==> src/pkg/ssc_pkg.sv <==
// Package: constants and types for the station switch configuration loader
package ssc_pkg;
   // Switch widths
   localparam int SSC_ROT_W = 4;
   localparam int SSC_DIP_W = 4;
   // DIP position indices
   localparam int SSC_DIP_RATE = 0;
   localparam int SSC_DIP_LEN = 1;
   localparam int SSC_DIP_BASE = 2;
   localparam int SSC_DIP_RSVD = 3;
   // Address bases and lengths
   localparam logic [7:0] SSC_BASE_LO = 8'h40;
   localparam logic [7:0] SSC_BASE_HI = 8'h50;
   localparam logic [5:0] SSC_LEN_SHORT = 6'h11;
   localparam logic [5:0] SSC_LEN_LONG = 6'h20;
   // Link rates in Mbps
   localparam logic [3:0] SSC_RATE_SLOW_MBPS = 4'h4;
   localparam logic [3:0] SSC_RATE_FAST_MBPS = 4'hA;
   // Factory switch positions
   localparam logic [3:0] SSC_FACTORY_ROT = 4'h1;
   localparam logic [3:0] SSC_FACTORY_DIP = 4'h3;
   // Register byte offsets
   localparam logic [3:0] SSC_REG_STATUS = 4'h0;
   localparam logic [3:0] SSC_REG_SWITCH = 4'h4;
   localparam logic [3:0] SSC_REG_CTRL = 4'h8;
   // Status field positions
   localparam int SSC_ST_ADDR_LSB = 0;
   localparam int SSC_ST_LEN_LSB = 8;
   localparam int SSC_ST_FAST = 16;
   localparam int SSC_ST_ADDR_OK = 17;
   localparam int SSC_ST_LOADED = 18;
   localparam int SSC_ST_RSVD_BAD = 19;
   // Bus answers
   localparam logic [1:0] SSC_RESP_OKAY = 2'h0;
   localparam logic [1:0] SSC_RESP_SLVERR = 2'h2;
   // Loader states
   typedef enum logic [1:0] {
      SSC_ST_IDLE = 2'b00,
      SSC_ST_SAMPLE = 2'b01,
      SSC_ST_HOLD = 2'b10
   } ssc_state_t;
endpackage : ssc_pkg

==> src/pkg/ssc_cfg_if.sv <==
// Interface: held switch image into the decoder and decoded settings back to the top
`timescale 1ns/100ps
interface ssc_cfg_if;
   logic [3:0] rot; // Rotary value
   logic [3:0] dip; // DIP positions
   logic fast; // Fast rate chosen
   logic [5:0] len; // Bytes per frame
   logic [7:0] addr; // Station address
   logic addr_ok; // Address enabled
   modport dec (input rot, input dip, output fast, output len, output addr, output addr_ok);
   modport top (output rot, output dip, input fast, input len, input addr, input addr_ok);
endinterface : ssc_cfg_if

==> src/verilog/ssc_decode.sv <==
// Module: combinational decode of switch positions into link settings
`timescale 1ns/100ps
module ssc_decode import ssc_pkg::*; (
   ssc_cfg_if.dec cfg
);
   // Rate from first position
   assign cfg.fast = cfg.dip[SSC_DIP_RATE];
   // Long frame only at fast rate
   assign cfg.len = (cfg.fast && cfg.dip[SSC_DIP_LEN]) ? SSC_LEN_LONG : SSC_LEN_SHORT;
   // Base plus rotary value
   assign cfg.addr = (cfg.dip[SSC_DIP_BASE] ? SSC_BASE_HI : SSC_BASE_LO) + {4'h0, cfg.rot};
   // Low base with zero rotary is disabled
   assign cfg.addr_ok = cfg.dip[SSC_DIP_BASE] || (cfg.rot != 4'h0);
endmodule : ssc_decode

==> src/verilog/ssc_station_switch_config.sv <==
// Module: switch sampling, held link settings and AXI4-Lite status port
// Functional notes
// DIP position one selects 4 or 10 Mbps
// DIP position two selects 17 or 32 bytes
// Slow rate forces 17-byte frames
// Address is 40H or 50H plus rotary
// Low base with rotary zero disables address
// Factory switches give fast, 32 bytes, 41H
// Changes apply only after a power cycle
// Fourth DIP position must stay off
// Legacy networks need positions one, two off
// Sample once after reset, hold until power cycle
`timescale 1ns/100ps
module ssc_station_switch_config import ssc_pkg::*; (
   input wire logic aclk,
   input wire logic aresetn,
   input wire logic [3:0] rotary_address_switch,
   input wire logic [3:0] dip_config_switch,
   output logic link_fast,
   output logic [3:0] link_rate_mbps,
   output logic [5:0] frame_bytes,
   output logic [7:0] station_addr,
   output logic station_addr_valid,
   output logic config_loaded,
   input wire logic [3:0] s_axi_awaddr,
   input wire logic s_axi_awvalid,
   output logic s_axi_awready,
   input wire logic [31:0] s_axi_wdata,
   input wire logic [3:0] s_axi_wstrb,
   input wire logic s_axi_wvalid,
   output logic s_axi_wready,
   output logic [1:0] s_axi_bresp,
   output logic s_axi_bvalid,
   input wire logic s_axi_bready,
   input wire logic [3:0] s_axi_araddr,
   input wire logic s_axi_arvalid,
   output logic s_axi_arready,
   output logic [31:0] s_axi_rdata,
   output logic [1:0] s_axi_rresp,
   output logic s_axi_rvalid,
   input wire logic s_axi_rready
);
   ssc_cfg_if cfg (); // Decoder link
   ssc_state_t state; // Loader state
   ssc_state_t next_state; // Loader next state
   logic [3:0] rot_q; // Sampled rotary
   logic [3:0] dip_q; // Sampled DIP
   logic use_factory; // Software asks for factory settings
   logic aw_held; // Write address captured
   logic w_held; // Write data captured
   logic [3:0] aw_addr; // Captured write address
   logic [31:0] w_data; // Captured write data
   logic [3:0] w_strb; // Captured strobes

   // Decoder sees the held switch image only, so live moves never leak through
   assign cfg.rot = rot_q;
   assign cfg.dip = dip_q;
   ssc_decode u_dec (
      .cfg(cfg)
   );

   // Loader sequence: idle, one sample, hold forever
   always_comb begin
      case (state)
         SSC_ST_IDLE: next_state = SSC_ST_SAMPLE;
         SSC_ST_SAMPLE: next_state = SSC_ST_HOLD;
         SSC_ST_HOLD: next_state = SSC_ST_HOLD;
         default: next_state = SSC_ST_IDLE;
      endcase
   end

   // State register
   always_ff @(posedge aclk) begin
      if (!aresetn) begin
         state <= SSC_ST_IDLE;
      end else begin
         state <= next_state;
      end
   end

   // Switch capture; reset value is the factory image until the sample lands
   always_ff @(posedge aclk) begin
      if (!aresetn) begin
         rot_q <= SSC_FACTORY_ROT;
         dip_q <= SSC_FACTORY_DIP;
      end else if (state == SSC_ST_SAMPLE) begin
         // Taken once; later switch moves need a new reset
         if (use_factory) begin
            rot_q <= SSC_FACTORY_ROT;
            dip_q <= SSC_FACTORY_DIP;
         end else begin
            rot_q <= rotary_address_switch;
            dip_q <= dip_config_switch;
         end
      end
   end

   // Held outputs, registered from the decoder
   always_ff @(posedge aclk) begin
      if (!aresetn) begin
         link_fast <= 1'b0;
         link_rate_mbps <= SSC_RATE_SLOW_MBPS;
         frame_bytes <= SSC_LEN_SHORT;
         station_addr <= 8'h00;
         station_addr_valid <= 1'b0;
         config_loaded <= 1'b0;
      end else if (state == SSC_ST_HOLD && !config_loaded) begin
         // Published once; held until the next reset
         link_fast <= cfg.fast;
         link_rate_mbps <= cfg.fast ? SSC_RATE_FAST_MBPS : SSC_RATE_SLOW_MBPS;
         frame_bytes <= cfg.len;
         station_addr <= cfg.addr_ok ? cfg.addr : 8'h00;
         station_addr_valid <= cfg.addr_ok;
         config_loaded <= 1'b1;
      end
   end

   // Write channel capture; address and data in either order
   always_ff @(posedge aclk) begin
      if (!aresetn) begin
         aw_held <= 1'b0;
         w_held <= 1'b0;
         aw_addr <= 4'h0;
         w_data <= 32'h0000_0000;
         w_strb <= 4'h0;
      end else if (s_axi_bvalid && s_axi_bready) begin
         aw_held <= 1'b0;
         w_held <= 1'b0;
      end else begin
         if (s_axi_awvalid && s_axi_awready) begin
            aw_held <= 1'b1;
            aw_addr <= s_axi_awaddr;
         end
         if (s_axi_wvalid && s_axi_wready) begin
            w_held <= 1'b1;
            w_data <= s_axi_wdata;
            w_strb <= s_axi_wstrb;
         end
      end
   end

   // Ready while the slot is free and no response is pending
   assign s_axi_awready = !aw_held && !s_axi_bvalid;
   assign s_axi_wready = !w_held && !s_axi_bvalid;

   // Write response and control register; writes only set a read-back bit that reset clears before the next sample
   always_ff @(posedge aclk) begin
      if (!aresetn) begin
         s_axi_bvalid <= 1'b0;
         s_axi_bresp <= SSC_RESP_OKAY;
         use_factory <= 1'b0;
      end else if (s_axi_bvalid) begin
         if (s_axi_bready) begin
            s_axi_bvalid <= 1'b0;
         end
      end else if (aw_held && w_held) begin
         s_axi_bvalid <= 1'b1;
         if (aw_addr == SSC_REG_CTRL) begin
            s_axi_bresp <= SSC_RESP_OKAY;
            if (w_strb[0]) begin
               // Held config is frozen; reset clears this bit before the next sample, so it only reads back
               use_factory <= w_data[0];
            end
         end else if (aw_addr == SSC_REG_STATUS || aw_addr == SSC_REG_SWITCH) begin
            s_axi_bresp <= SSC_RESP_OKAY; // Read-only, write ignored
         end else begin
            s_axi_bresp <= SSC_RESP_SLVERR; // Unmapped
         end
      end
   end

   // Read channel
   assign s_axi_arready = !s_axi_rvalid;
   always_ff @(posedge aclk) begin
      if (!aresetn) begin
         s_axi_rvalid <= 1'b0;
         s_axi_rdata <= 32'h0000_0000;
         s_axi_rresp <= SSC_RESP_OKAY;
      end else if (s_axi_rvalid) begin
         if (s_axi_rready) begin
            s_axi_rvalid <= 1'b0;
         end
      end else if (s_axi_arvalid) begin
         s_axi_rvalid <= 1'b1;
         s_axi_rresp <= SSC_RESP_OKAY;
         s_axi_rdata <= 32'h0000_0000;
         case (s_axi_araddr)
            SSC_REG_STATUS: begin
               s_axi_rdata[SSC_ST_ADDR_LSB +: 8] <= station_addr;
               s_axi_rdata[SSC_ST_LEN_LSB +: 6] <= frame_bytes;
               s_axi_rdata[SSC_ST_FAST] <= link_fast;
               s_axi_rdata[SSC_ST_ADDR_OK] <= station_addr_valid;
               s_axi_rdata[SSC_ST_LOADED] <= config_loaded;
               // Flags a reserved position left on
               s_axi_rdata[SSC_ST_RSVD_BAD] <= dip_q[SSC_DIP_RSVD];
            end
            SSC_REG_SWITCH: begin
               // Live and held switches, to show pending changes
               s_axi_rdata[3:0] <= rotary_address_switch;
               s_axi_rdata[7:4] <= dip_config_switch;
               s_axi_rdata[11:8] <= rot_q;
               s_axi_rdata[15:12] <= dip_q;
            end
            SSC_REG_CTRL: begin
               s_axi_rdata[0] <= use_factory;
            end
            default: begin
               s_axi_rresp <= SSC_RESP_SLVERR;
            end
         endcase
      end
   end
endmodule : ssc_station_switch_config

==> config.mk <==
export PLATFORM = sky130hd
export DESIGN_NAME = ssc_station_switch_config
export DESIGN_NICKNAME = d
export VERILOG_FILES = /design/src/pkg/ssc_pkg.sv /design/src/pkg/ssc_cfg_if.sv /design/src/verilog/ssc_decode.sv /design/src/verilog/ssc_station_switch_config.sv
export SDC_FILE = /design/constraint.sdc
export NUM_CORES = 1
export LEC_CHECK = 0
export BUFFER_PORTS_ARGS = -buffer_cell sky130_fd_sc_hd__buf_4
export CORE_MARGIN = 2
export CORE_UTILIZATION = 49
export CTS_CLUSTER_DIAMETER = 30
export DETAILED_ROUTE_END_ITERATION = 7
export MAX_ROUTING_LAYER = met4
export PLACE_DENSITY = 0.85
export SKIP_CTS_REPAIR_TIMING = 1
export SLEW_MARGIN = 20
export SYNTH_ARGS = -nofsm -noshare
export SYNTH_HDL_FRONTEND = slang
export SYNTH_SLANG_ARGS = --single-unit
==> constraint.sdc <==
create_clock -name aclk -period 2.5 [get_ports aclk]
set_clock_uncertainty 0.2 [all_clocks]
set_input_delay 0.25 -clock aclk [delete_from_list [all_inputs] [get_ports aclk]]
set_output_delay 0.25 -clock aclk [all_outputs]
set_load 0.05 [all_outputs]
## Word-level counts from Yosys, hierarchy flattened

Index checks and enable logic that the tools add are counted.

- Register bits: 66
- Latch bits: 0
- Memory bits (writable): 0
- Bits in read-only memories: 0
- Input bits: 59
- Output and inout port bits: 62
- Word-level logic and storage cells: 78
- Memories kept: 0

- $add $sub $neg: 1
- Multipliers: 0
- Div/mod/pow operators: 0
- $lt $le $gt $ge: 0
- Equality and inequality tests: 6
- Shift operators: 0
- Multiplexer cells: 20
- Bitwise gates (word level): 4
- Reductions and logical operators: 27

Operators by type and width:

| kind | count |
|---|---|
| 13-bit case mux with 2 select lines | 1 |
| 4-bit 2-to-1 mux | 4 |
| 8-bit by 4-bit adder with 8-bit output | 1 |
| 4-bit by 3-bit equality test with 1-bit output, second input constant | 2 |
| 4-bit equality test, second input constant | 2 |
| 1-bit logical AND | 8 |
| 4-bit logical NOT | 2 |
| 2-bit 2-to-1 mux | 4 |
| 8-bit 2-to-1 mux | 1 |
| 2-bit AND reduction | 4 |
| 1-bit 2-to-1 mux | 6 |
| 6-bit 2-to-1 mux | 1 |
| 1-bit logical NOT | 5 |
| 5-bit 2-to-1 mux | 1 |
| 1-bit inverter | 4 |
| 2-bit case mux with 2 select lines | 1 |
| 4-bit AND reduction | 1 |
| 4-bit nonzero test | 1 |
| 2-bit OR reduction | 2 |
| 1-bit case mux with 3 select lines | 1 |
| 3-bit OR reduction | 1 |
| 2-bit by 1-bit equality test with 1-bit output, second input constant | 1 |
| 2-bit equality test, second input constant | 1 |
| 2-bit logical NOT | 1 |
| 1-bit logical OR | 2 |

## Depth between registers and ports, before layout

Gate-level depths: netlist of the first run.

- Word-level depth: 4
- Mapped depth: 6
- Gate-level depth less buffers: 5

## By module

From an unflattened synthesis of the first run, not the netlist that was laid out.

- Cells, all modules: 322
- Area, all modules: 2757.6 um2

Modules (own cells, without submodules):

| module | times used | cells an instance | area an instance (um2) | sequential area each (um2) |
|---|---|---|---|---|
| ssc_station_switch_config | 1 | 302 | 2632.5 | 1221.2 |
| ssc_decode | 1 | 20 | 125.1 | 0.0 |

## Least setup slack after synthesis of the first run

OpenSTA, ideal clock, no wires.

- Path type: flip-flop to output port
- Start: register s_axi_bvalid
- End: output s_axi_awready
- Arrival: 1.351 ns
- Data required time: 2.050 ns
- Path slack: 0.699 ns
- Cell stages (with the launch flop): 3
- Buffers on the path: 1
- Cells stage by stage: dfxtp_1 buf_2 nor2_1

- Cells in the longest elaborated chain, start to end: 2

Ends and longest elaborated chain:

| item | RTL line | source |
|---|---|---|
| from (decl) | ssc_station_switch_config.sv:33 | `output logic s_axi_bvalid,` |
| from (signal assigned) | ssc_station_switch_config.sv:149 | `s_axi_bvalid <= 1'b0;` |
| from (signal assigned) | ssc_station_switch_config.sv:154 | `s_axi_bvalid <= 1'b0;` |
| from (signal assigned) | ssc_station_switch_config.sv:157 | `s_axi_bvalid <= 1'b1;` |
| 1-bit logical NOT | ssc_station_switch_config.sv:143 | `assign s_axi_awready = !aw_held && !s_axi_bvalid;` |
| 1-bit logical AND | ssc_station_switch_config.sv:143 |  |
| to (decl) | ssc_station_switch_config.sv:27 | `output logic s_axi_awready,` |

No other way between the ends.

## Final worst setup path of the first run

- Start: input s_axi_arvalid
- End: register s_axi_rdata[1]

- Cells in the longest elaborated chain, start to end: 1

Ends and longest elaborated chain:

| item | RTL line | source |
|---|---|---|
| from (decl) | ssc_station_switch_config.sv:36 | `input wire logic s_axi_arvalid,` |
| 2-bit AND reduction (no line) | - |  |
| to (signal, indexed assignment) | ssc_station_switch_config.sv:189 | `s_axi_rdata[SSC_ST_ADDR_LSB +: 8] <= station_addr;` |
| to (signal, indexed assignment) | ssc_station_switch_config.sv:190 | `s_axi_rdata[SSC_ST_LEN_LSB +: 6] <= frame_bytes;` |
| to (signal, indexed assignment) | ssc_station_switch_config.sv:191 | `s_axi_rdata[SSC_ST_FAST] <= link_fast;` |
| to (decl) | ssc_station_switch_config.sv:38 | `output logic [31:0] s_axi_rdata,` |

No other way between the ends.
A chain may end at the register's enable or synchronous reset.

==> reports/qor.json, run 1 <==
{
  "timing": {
    "tightest_slew_ns": 0.702,
    "tns_ns": 0,
    "period_share_pct": 77.7,
    "timing.final.max_slew_violations": 0,
    "setup_slack_ns": 0.557,
    "timing.fmax_ghz": 0.515,
    "slew_headroom_pct": 53.2,
    "report.final.setup_viol": 0,
    "finalCriticalPeriod_ns": 1.94,
    "fin_hold_ws_ns": -0.0152,
    "finalHoldViolations": 1,
    "rsz0062_at_grt": "false"
  },
  "layout": {
    "final-instance-count-excl-fill": 388,
    "area_growth_syn_to_layout_pct": 22.7,
    "antenna-diode-count": 0,
    "nNetsFinal": 382,
    "final_common_cell": "sky130_fd_sc_hd__buf_4",
    "most-common-layout-cells": "67 x sky130_fd_sc_hd__buf_4, 54 x sky130_fd_sc_hd__dfxtp_1, 36 x sky130_fd_sc_hd__nand2_1",
    "drive_above_1_share_pct": 24.3
  },
  "synthesis": {
    "synth_cell_type_count": 41,
    "synth_cells": 263,
    "synth_top_family_by_area": "simple AND/OR/NAND/NOR gates",
    "ys_dominant_reg_cell": "sky130_fd_sc_hd__dfxtp_1",
    "synth-adder-area-share_pct": 1.54,
    "synth_seq_cells": 54,
    "synth_edf_count": 0,
    "synth_compound_gate_area_share_pct": 15.1,
    "synth.area.mux_share_pct": 5.34,
    "post_synth_xor_area_fraction_pct": 0,
    "synth_sequential_area_ratio_pct": 44.4,
    "post_synth_and_or_nand_nor_area_fraction_pct": 22.9,
    "synth_warnings": 0,
    "mappedNetlistArea_sq_um": 2430,
    "synthesis.area_per_instance_sq_um": 9.26,
    "post_synth_arst_share_pct": 0
  },
  "grt": {
    "wire_length_of_the_first_global_routing_pass_microns": 8050,
    "track_usage_pct": 19.6,
    "groute.layer.met3.usage_pct": 4.34,
    "grt_pass1_vias": 1754,
    "grt_antenna_before_repair": 0,
    "pin_count_of_the_biggest_net_entering_global_routing": 53,
    "grt_use_met1_pct": 25.0,
    "grt_overflow": 0,
    "grt.met2_usage_pct": 30.5,
    "grt-busiest-layer": "met2"
  },
  "placed_design": {
    "place_congestion": 0.787,
    "port_bufs": 66,
    "hpwlAfterDp_microns": 3720,
    "pre_cts_ws_ns": 0.705,
    "post-place-cells": 377
  },
  "power": {
    "leakage_power_uw": 0.00125,
    "power_density_nw_per_um2": 693,
    "power.ir.vdd_worst_mv": 0.417
  },
  "die": {
    "core_area_sq_um": 4750,
    "pin_count": 121,
    "placement_rows": 25,
    "floorplan.initialDensity_pct": 51.2,
    "die_area_sq_um": 5550,
    "dieHeight_microns": 74.5,
    "chipWidth_microns": 74.5
  },
  "setup_path": {
    "endpoint_type_of_the_worst_setup_path": "flip-flop",
    "critical_path.max_fanout": 19,
    "worst-endpoint-arrival_ns": 1.98,
    "timing.critical_path.required_ns": 2.53,
    "r2r-start": "s_axi_rvalid",
    "worstRegToRegCells": 3,
    "reg2reg_setup_slack_ns": 0.69,
    "worstReg2RegEnd": "s_axi_rdata[1]",
    "worst_setup_path_start_kind": "input pin",
    "worstSetupPathType": "in2reg"
  },
  "detailed_routing": {
    "routed_via_count_divided_by_cell_count": 5.09,
    "drcViolationCount": 0,
    "initialDrtViolationCount": 154,
    "routed_wirelength_microns": 5240,
    "drt-pass1-iter-count": 4,
    "post_drt_wl_per_cell_microns": 13.5,
    "route.vias.total": 1974,
    "postRouteAntennaNets": 0
  },
  "clock_tree": {
    "clockRootBuffer": "sky130_fd_sc_hd__clkbuf_8",
    "clk-insertion-delay-late_ns": 0.31,
    "tritoncts_num_sinks": 54,
    "htreeDepth": 2,
    "numCtsBuffers": 5,
    "tritoncts": "built",
    "clock_tree.buffer_depth": 2,
    "cts.clk_slew.worst_paths_ns": 0.09
  },
  "status": {
    "run_status": "complete, but fails checks",
    "failing_checks": "negative hold slack"
  },
  "min_path": {
    "hold-path-cell-count": 3,
    "worstHoldPathType": "in2reg",
    "worstHoldStart": "rotary_address_switch[0]",
    "holdPathEnd": "cfg.rot[0]"
  },
  "job": {
    "timing.max_cap.violations": 0
  }
}
## worst max-delay path, stage by stage
cell and delay (ns):
sky130_fd_sc_hd__dlygate4sd3_1 0.55, sky130_fd_sc_hd__buf_4 0.14, sky130_fd_sc_hd__nand2b_1 0.50, sky130_fd_sc_hd__and2_1 0.37
sky130_fd_sc_hd__o2bb2ai_1 0.16
## sequential cells by signal, indices dropped and copies added (netlist names)
register,cells
state,2
s_axi_bresp,1
cfg.rot,4
aw_addr,4
w_held,1
w_data,1
use_factory,1
s_axi_bvalid,1
aw_held,1
cfg.dip,4
station_addr,6
s_axi_rdata,20
w_strb,1
frame_bytes,2
s_axi_rresp,1
config_loaded,1
s_axi_rvalid,1
link_rate_mbps,2
## layout make-up
cell class | count | area, sq um
Clock buffer | 7 | 76.3
Clock inverter | 1 | 30.0
Fill cell | 422 | 1770
Inverter | 4 | 15.0
Multi-Input combinational cell | 185 | 1170
Sequential cell | 54 | 1080
Tap cell | 67 | 83.8
Timing Repair Buffer | 70 | 533
## where the power goes
part	internal (uW)	switching, uW
Sequential	916	52.7
Combinational	164	361
Clock	300	276
Total	1380	690
## worst max path at each step
| stage | from | endpoint | slack [ns] |
|---|---|---|---|
| 6_report | s_axi_arvalid | s_axi_rdata[1] | 0.56 |
| 5_1_grt | s_axi_arvalid | s_axi_rdata[1] | 0.45 |
| 4_1_cts | s_axi_rvalid | s_axi_rdata[1] | 0.69 |
| 3_5_place_dp | s_axi_rvalid | s_axi_rdata[1] | 0.71 |
| 3_3_place_gp | s_axi_rvalid | s_axi_rdata[13] | 0.72 |
| 2_1_floorplan | s_axi_bvalid | s_axi_awready | 0.70 |
## metal layers
metal	part of all wire [%]	up-vias	wire, microns
met5	0	-	0
met3	5.5	8	287
met4	1.2	0	65
met2	48	62	2530
li1	-	965	-
met1	45	939	2360
## synthesized netlist by cell type (2+ instances only)
cell,n,share of area [%]
sky130_fd_sc_hd__nand3_1,3,0.62
sky130_fd_sc_hd__a21oi_1,7,1.4
sky130_fd_sc_hd__nand4b_1,3,1.1
sky130_fd_sc_hd__nor2_1,3,0.46
sky130_fd_sc_hd__nand2b_1,5,1.3
sky130_fd_sc_hd__a21boi_1,2,0.62
sky130_fd_sc_hd__buf_2,5,1.0
sky130_fd_sc_hd__dfxtp_1,54,44
sky130_fd_sc_hd__o21ai_0,2,0.41
sky130_fd_sc_hd__and2_0,2,0.51
sky130_fd_sc_hd__nor3b_1,2,0.62
sky130_fd_sc_hd__clkbuf_1,9,1.4
sky130_fd_sc_hd__buf_4,24,7.4
sky130_fd_sc_hd__nand4_1,7,1.8
sky130_fd_sc_hd__and2_1,3,0.77
sky130_fd_sc_hd__o211a_1,2,0.82
sky130_fd_sc_hd__inv_1,4,0.62
sky130_fd_sc_hd__nand2_1,36,5.5
sky130_fd_sc_hd__mux2i_1,13,5.3
sky130_fd_sc_hd__nor4b_1,2,0.72
sky130_fd_sc_hd__o2bb2ai_1,6,2.2
sky130_fd_sc_hd__o22ai_1,3,0.77
sky130_fd_sc_hd__a21boi_0,17,5.2
sky130_fd_sc_hd__o21a_1,3,0.92
sky130_fd_sc_hd__a211o_2,2,0.82
sky130_fd_sc_hd__ha_1,3,1.5
sky130_fd_sc_hd__nor2b_1,24,6.2
sky130_fd_sc_hd__nand3b_1,4,1.2
## through the flow
stage,power [uW],instance area (sq um),util (%),hold WS [ns]
floorplan,1400,2510,-,0.186
global placement,1500,2850,59.9,0.241
detailed placement,1510,2850,59.9,0.249
CTS,2070,2960,62.2,-0.0281
global route,2160,2990,62.8,0.00516
finish,2070,2990,62.8,-0.0152
## kinds of logic after synthesis
group           count (synthesis)
simple gates                   99
flops                          54
compound gates                 50
buf+inv                        43
mux                            13
fa+ha+maj                       3
other cells                     1
Power figures use the tool's default switching activity.
==> run 2, diff against run 1 <==
--- a/config.mk
+++ b/config.mk
@@ -5,13 +5,14 @@
 export SDC_FILE = /design/constraint.sdc
 export NUM_CORES = 1
 export LEC_CHECK = 0
+export ABC_AREA = 1
 export BUFFER_PORTS_ARGS = -buffer_cell sky130_fd_sc_hd__buf_4
 export CORE_MARGIN = 2
-export CORE_UTILIZATION = 49
+export CORE_UTILIZATION = 41
 export CTS_CLUSTER_DIAMETER = 30
 export DETAILED_ROUTE_END_ITERATION = 7
 export MAX_ROUTING_LAYER = met4
-export PLACE_DENSITY = 0.85
+export PLACE_DENSITY = 0.76
 export SKIP_CTS_REPAIR_TIMING = 1
 export SLEW_MARGIN = 20
 export SYNTH_ARGS = -nofsm -noshare
==> constraint.sdc (replaced) <==
create_clock -name aclk -period 1.74 [get_ports aclk]
set_clock_uncertainty 0.2 [all_clocks]
set_input_delay 0.174 -clock aclk [delete_from_list [all_inputs] [get_ports aclk]]
set_output_delay 0.174 -clock aclk [all_outputs]
set_load 0.05 [all_outputs]
==> reports/qor.json, run 2 <==
{
  "synthesis": {
    "post_synth_arst_share": {"value": 0, "unit": "%", "change": "unchanged"},
    "synth_seq_cells": {"value": 54, "change": "unchanged"},
    "post-synth-top-area-cell": {"value": "sky130_fd_sc_hd__dfxtp_1", "change": "unchanged"},
    "leading_cell_types_by_total_area_after_synthesis": {"value": "sky130_fd_sc_hd__dfxtp_1 45%, sky130_fd_sc_hd__nand2_1 9.6%, sky130_fd_sc_hd__buf_4 8.5%, sky130_fd_sc_hd__nor2_1 6.4%, sky130_fd_sc_hd__a21oi_1 4.0%", "change": "was sky130_fd_sc_hd__dfxtp_1 44%, sky130_fd_sc_hd__buf_4 7.4%, sky130_fd_sc_hd__nor2b_1 6.2%, sky130_fd_sc_hd__nand2_1 5.5%, sky130_fd_sc_hd__mux2i_1 5.3%"},
    "yosys.cell_count.top_type": {"value": "sky130_fd_sc_hd__nand2_1", "change": "was sky130_fd_sc_hd__dfxtp_1"},
    "synthesis.area_per_instance": {"value": 7.71, "unit": "sq um", "change": "was 9.26 sq um"},
    "synth_edf_count": {"value": 0, "change": "unchanged"},
    "yosys.area.top_type_share": {"value": 45.2, "unit": "%", "change": "was 44.4%"},
    "synth_cell_type_count": {"value": 29, "change": "was 41"},
    "mappedNetlistArea": {"value": 2390, "unit": "sq um", "change": "was 2430 sq um"},
    "synth_warnings": {"value": 0, "change": "unchanged"},
    "synth_cells": {"value": 310, "change": "was 263"},
    "synth_sequential_area_ratio": {"value": 45.2, "unit": "%", "change": "was 44.4%"},
    "ys_dominant_reg_cell": {"value": "sky130_fd_sc_hd__dfxtp_1", "change": "unchanged"},
    "synth_commonest_cells": {"value": "61 x sky130_fd_sc_hd__nand2_1, 54 x sky130_fd_sc_hd__dfxtp_1, 41 x sky130_fd_sc_hd__nor2_1, 27 x sky130_fd_sc_hd__buf_4, 25 x sky130_fd_sc_hd__inv_1", "change": "was 54 x sky130_fd_sc_hd__dfxtp_1, 36 x sky130_fd_sc_hd__nand2_1, 24 x sky130_fd_sc_hd__buf_4, 24 x sky130_fd_sc_hd__nor2b_1, 17 x sky130_fd_sc_hd__a21boi_0"}
  },
  "grt": {
    "grt_pass1_vias": {"value": 1936, "change": "was 1,754"},
    "grt_use_met1": {"value": 22.9, "unit": "%", "change": "was 25.0%"},
    "wire_length_of_the_first_global_routing_pass": {"value": 8960, "unit": "microns", "change": "was 8050 microns"},
    "grt_overflow": {"value": 0, "change": "unchanged"},
    "grt.met2_usage": {"value": 29.2, "unit": "%", "change": "was 30.5%"},
    "track_usage": {"value": 18.5, "unit": "%", "change": "was 19.6%"},
    "grt_antenna_before_repair": {"value": 0, "change": "unchanged"},
    "pin_count_of_the_biggest_net_entering_global_routing": {"value": 21, "change": "was 53"},
    "grt-busiest-layer": {"value": "met2", "change": "unchanged"},
    "groute.layer.met3.usage": {"value": 4.38, "unit": "%", "change": "was 4.34%"}
  },
  "placed_design": {
    "hpwlAfterDp": {"value": 4000, "unit": "microns", "change": "was 3720 microns"},
    "pre_cts_ws": {"value": 0.251, "unit": "ns", "change": "was 0.705 ns"},
    "port_bufs": {"value": 66, "change": "unchanged"},
    "place_congestion": {"value": 0.802, "change": "was 0.787"}
  },
  "die": {
    "placement_rows": {"value": 27, "change": "was 25"},
    "core_area": {"value": 5570, "unit": "sq um", "change": "was 4750 sq um"},
    "floorplan.initialDensity": {"value": 42.9, "unit": "%", "change": "was 51.2%"},
    "die_area": {"value": 6460, "unit": "sq um", "change": "was 5550 sq um"},
    "dieHeight": {"value": 80.4, "unit": "microns", "change": "was 74.5 microns"},
    "chipWidth": {"value": 80.4, "unit": "microns", "change": "was 74.5 microns"},
    "pin_count": {"value": 121, "change": "unchanged"}
  },
  "setup_path": {
    "worstSetupPathType": {"value": "in2reg", "change": "unchanged"},
    "crit_start": {"value": "s_axi_araddr[1]", "change": "was s_axi_arvalid"},
    "cp-endpoint": {"value": "s_axi_rresp[1]", "change": "was s_axi_rdata[1]"},
    "path_cells": {"value": "dlygate4sd3_1 -> buf_4 -> nor2_4 -> dlygate4sd3_1 -> a21oi_1", "change": "was dlygate4sd3_1 -> buf_4 -> nand2b_1 -> and2_1 -> o2bb2ai_1"},
    "crit_top_cell": "sky130_fd_sc_hd__dlygate4sd3_1",
    "worstReg2RegEnd": {"value": "cfg.dip[2]", "change": "was s_axi_rdata[1]"},
    "reg2reg_setup_slack": {"value": 0.22, "unit": "ns", "change": "was 0.69 ns"},
    "crit_buf_inv": {"value": 3, "change": "was 2"},
    "endpoint_type_of_the_worst_setup_path": {"value": "flip-flop", "change": "unchanged"},
    "worst_setup_path_start_kind": {"value": "input pin", "change": "unchanged"},
    "worst-endpoint-arrival": {"value": 1.75, "unit": "ns", "change": "was 1.98 ns"},
    "r2r-start": {"value": "state[1]", "change": "was s_axi_rvalid"},
    "crit_path_top_delay_cell": {"value": "sky130_fd_sc_hd__dlygate4sd3_1", "change": "unchanged"},
    "critical_path.max_stage_delay": {"value": 0.59, "unit": "ns", "change": "was 0.55 ns"},
    "worst-path-stages": {"value": 5, "change": "unchanged"},
    "worstRegToRegCells": {"value": 6, "change": "was 3"},
    "critical_path.max_fanout": {"value": 7, "change": "was 19"},
    "cp_top_family": {"value": "buffers and inverters", "change": "was simple AND/OR/NAND/NOR gates"},
    "timing.critical_path.required": {"value": 1.75, "unit": "ns", "change": "was 2.53 ns"}
  },
  "power": {
    "power.ir.vdd_worst": {"value": 0.496, "unit": "mV", "change": "was 0.417 mV"},
    "leakage_power": {"value": 0.00149, "unit": "uW", "change": "was 0.00125 uW"},
    "power_density": {"value": 1010, "unit": "nW/um^2", "change": "was 693 nW/um^2"},
    "final_power": {"value": 3210, "unit": "uW", "change": "was 2070 uW"}
  },
  "timing": {
    "finalCriticalPeriod_ns": 1.74,
    "fin_hold_ws": {"value": -0.00287, "unit": "ns", "change": "was -0.0152 ns"},
    "timing.fmax_ghz": 0.575,
    "finalHoldViolations": {"value": 1, "change": "unchanged"},
    "setup_slack": {"value": 0.000302, "unit": "ns", "change": "was 0.557 ns"},
    "tns": {"value": 0, "unit": "ns", "change": "unchanged"},
    "timing.final.max_slew_violations": {"value": 0, "change": "unchanged"},
    "period_share_pct": 100,
    "report.final.setup_viol": {"value": 0, "change": "unchanged"}
  },
  "layout": {
    "final_common_cell": {"value": "sky130_fd_sc_hd__buf_4", "change": "unchanged"},
    "top_regs": {"value": "s_axi_rdata (20), station_addr (6)", "change": "unchanged"},
    "largest_register_ff_count": {"value": 20, "change": "unchanged"},
    "postLayoutCoreUtil": {"value": 56.8, "unit": "%", "change": "was 62.8%"},
    "antenna-diode-count": {"value": 0, "change": "unchanged"},
    "reg_with_most_ffs": {"value": "s_axi_rdata", "change": "unchanged"},
    "drive_above_1_share": {"value": 27.7, "unit": "%", "change": "was 24.3%"},
    "nNetsFinal": {"value": 454, "change": "was 382"},
    "area_growth_syn_to_layout": {"value": 32.4, "unit": "%", "change": "was 22.7%"},
    "most-common-layout-cells": {"value": "71 x sky130_fd_sc_hd__buf_4, 61 x sky130_fd_sc_hd__nand2_1, 53 x sky130_fd_sc_hd__dfxtp_1", "change": "was 67 x sky130_fd_sc_hd__buf_4, 54 x sky130_fd_sc_hd__dfxtp_1, 36 x sky130_fd_sc_hd__nand2_1"}
  },
  "min_path": {
    "worstHoldPathType": {"value": "in2reg", "change": "unchanged"},
    "worstHoldStart": {"value": "s_axi_araddr[2]", "change": "was rotary_address_switch[0]"}
  },
  "clock_tree": {
    "clockRootBuffer": {"value": "sky130_fd_sc_hd__clkbuf_8", "change": "unchanged"},
    "tritoncts": {"value": "built", "change": "unchanged"},
    "cts.clk_slew.worst_paths": {"value": 0.09, "unit": "ns", "change": "about the same"},
    "tritoncts_num_sinks": {"value": 54, "change": "unchanged"},
    "clock_tree.buffer_depth": {"value": 2, "change": "unchanged"},
    "numCtsBuffers": {"value": 5, "change": "unchanged"},
    "htreeDepth": {"value": 2, "change": "unchanged"},
    "clk-insertion-delay-late": {"value": 0.31, "unit": "ns", "change": "about the same"}
  },
  "detailed_routing": {
    "postRouteAntennaNets": {"value": 0, "change": "unchanged"},
    "routed_wirelength": {"value": 5600, "unit": "microns", "change": "was 5240 microns"},
    "initialDrtViolationCount": {"value": 113, "change": "was 154"},
    "routed_via_count_divided_by_cell_count": {"value": 4.70, "change": "was 5.09"},
    "drt-pass1-iter-count": {"value": 4, "change": "unchanged"},
    "drcViolationCount": {"value": 0, "change": "unchanged"},
    "route.vias.total": {"value": 2184, "change": "was 1,974"},
    "post_drt_wl_per_cell": {"value": 12.0, "unit": "microns", "change": "was 13.5 microns"}
  },
  "job": {
    "timing.max_cap.violations": {"value": 0, "change": "unchanged"}
  },
  "status": {
    "run_status": {"value": "complete, but fails checks", "change": "unchanged"},
    "failing_checks": {"value": "negative hold slack", "change": "unchanged"}
  }
}
==> run 2: changes by cell type in the layout (fill, tap and decap cells not counted), moves of 5 or more <==
| cell | change |
|---|---|
| sky130_fd_sc_hd__o21ai_0 | +12 |
| sky130_fd_sc_hd__nor2_1 | +36 |
| sky130_fd_sc_hd__dlygate4sd3_1 | +16 |
| sky130_fd_sc_hd__nand4_1 | -7 |
| sky130_fd_sc_hd__nand3_1 | +15 |
| sky130_fd_sc_hd__nor2b_1 | -24 |
| sky130_fd_sc_hd__nand2_1 | +25 |
| sky130_fd_sc_hd__a21oi_2 | +8 |
| sky130_fd_sc_hd__a21oi_1 | +12 |
| sky130_fd_sc_hd__a21boi_0 | -17 |
| sky130_fd_sc_hd__inv_1 | +21 |
| sky130_fd_sc_hd__o2bb2ai_1 | -6 |
| sky130_fd_sc_hd__mux2i_1 | -13 |
| sky130_fd_sc_hd__nand2b_1 | -5 |
==> run 2: cell families after synthesis <==
family / Yosys count / synth area share, %
AO/OA/AOI/OAI: 54 / 13.6
adder cells (fa/ha/maj): 3 / 1.57
buffers and inverters: 65 / 14.9
flip-flops: 54 / 45.2
other: 1 / 0.157
AND/OR/NAND/NOR: 133 / 24.6
==> run 2: tightest hold or removal path, stage by stage <==
cell                      delay (ns)
sky130_fd_sc_hd__buf_4          0.11
sky130_fd_sc_hd__a21oi_1        0.06
sky130_fd_sc_hd__a21oi_1        0.13
==> run 2: cell type report <==
| cell class | instances | area (sq um) |
|---|---|---|
| clock buffers | 8 | 110 |
| flip-flops and latches | 54 | 1080 |
| fillers | 524 | 2410 |
| well taps | 72 | 90.1 |
| multi-input cells | 210 | 1040 |
| inverters | 31 | 119 |
| repair buffers | 90 | 723 |
==> run 2: metrics by stage <==
| stage | area, sq um | hold WS [ns] | cells |
|---|---|---|---|
| after floorplan | 2480 | 0.102 | 329 |
| after global placement | 2870 | 0.215 | 438 |
| after detailed placement | 2870 | 0.218 | 438 |
| after CTS | 2980 | -0.111 | 446 |
| after global routing | 3170 | 0.0246 | 465 |
| final | 3170 | -0.00287 | 465 |
==> run 2: worst min-delay path by stage <==
stage	depth (start not counted)	endpoint	slack, ns
CTS	3	cfg.dip[1]	-0.11
finish	3	s_axi_rresp[1]	-0.003
global route	3	s_axi_rresp[1]	0.02
global placement	3	cfg.dip[0]	0.21
detailed placement	3	cfg.dip[0]	0.22
floorplan	2	cfg.dip[1]	0.10
==> run 2: metal layers <==
layer	part of all wire (%)	vias to the layer above
met2	48	76
met3	5.2	12
li1	-	1103
met1	44	993
met4	2.7	0
met5	0	-
==> run 2: where the power goes <==
group          switching (uW)  leakage, uW  internal [uW]
Clock                     399    0.0000575            402
Sequential               92.2     0.000442           1350
Combinational             674     0.000987            297
Total                    1160      0.00149           2050
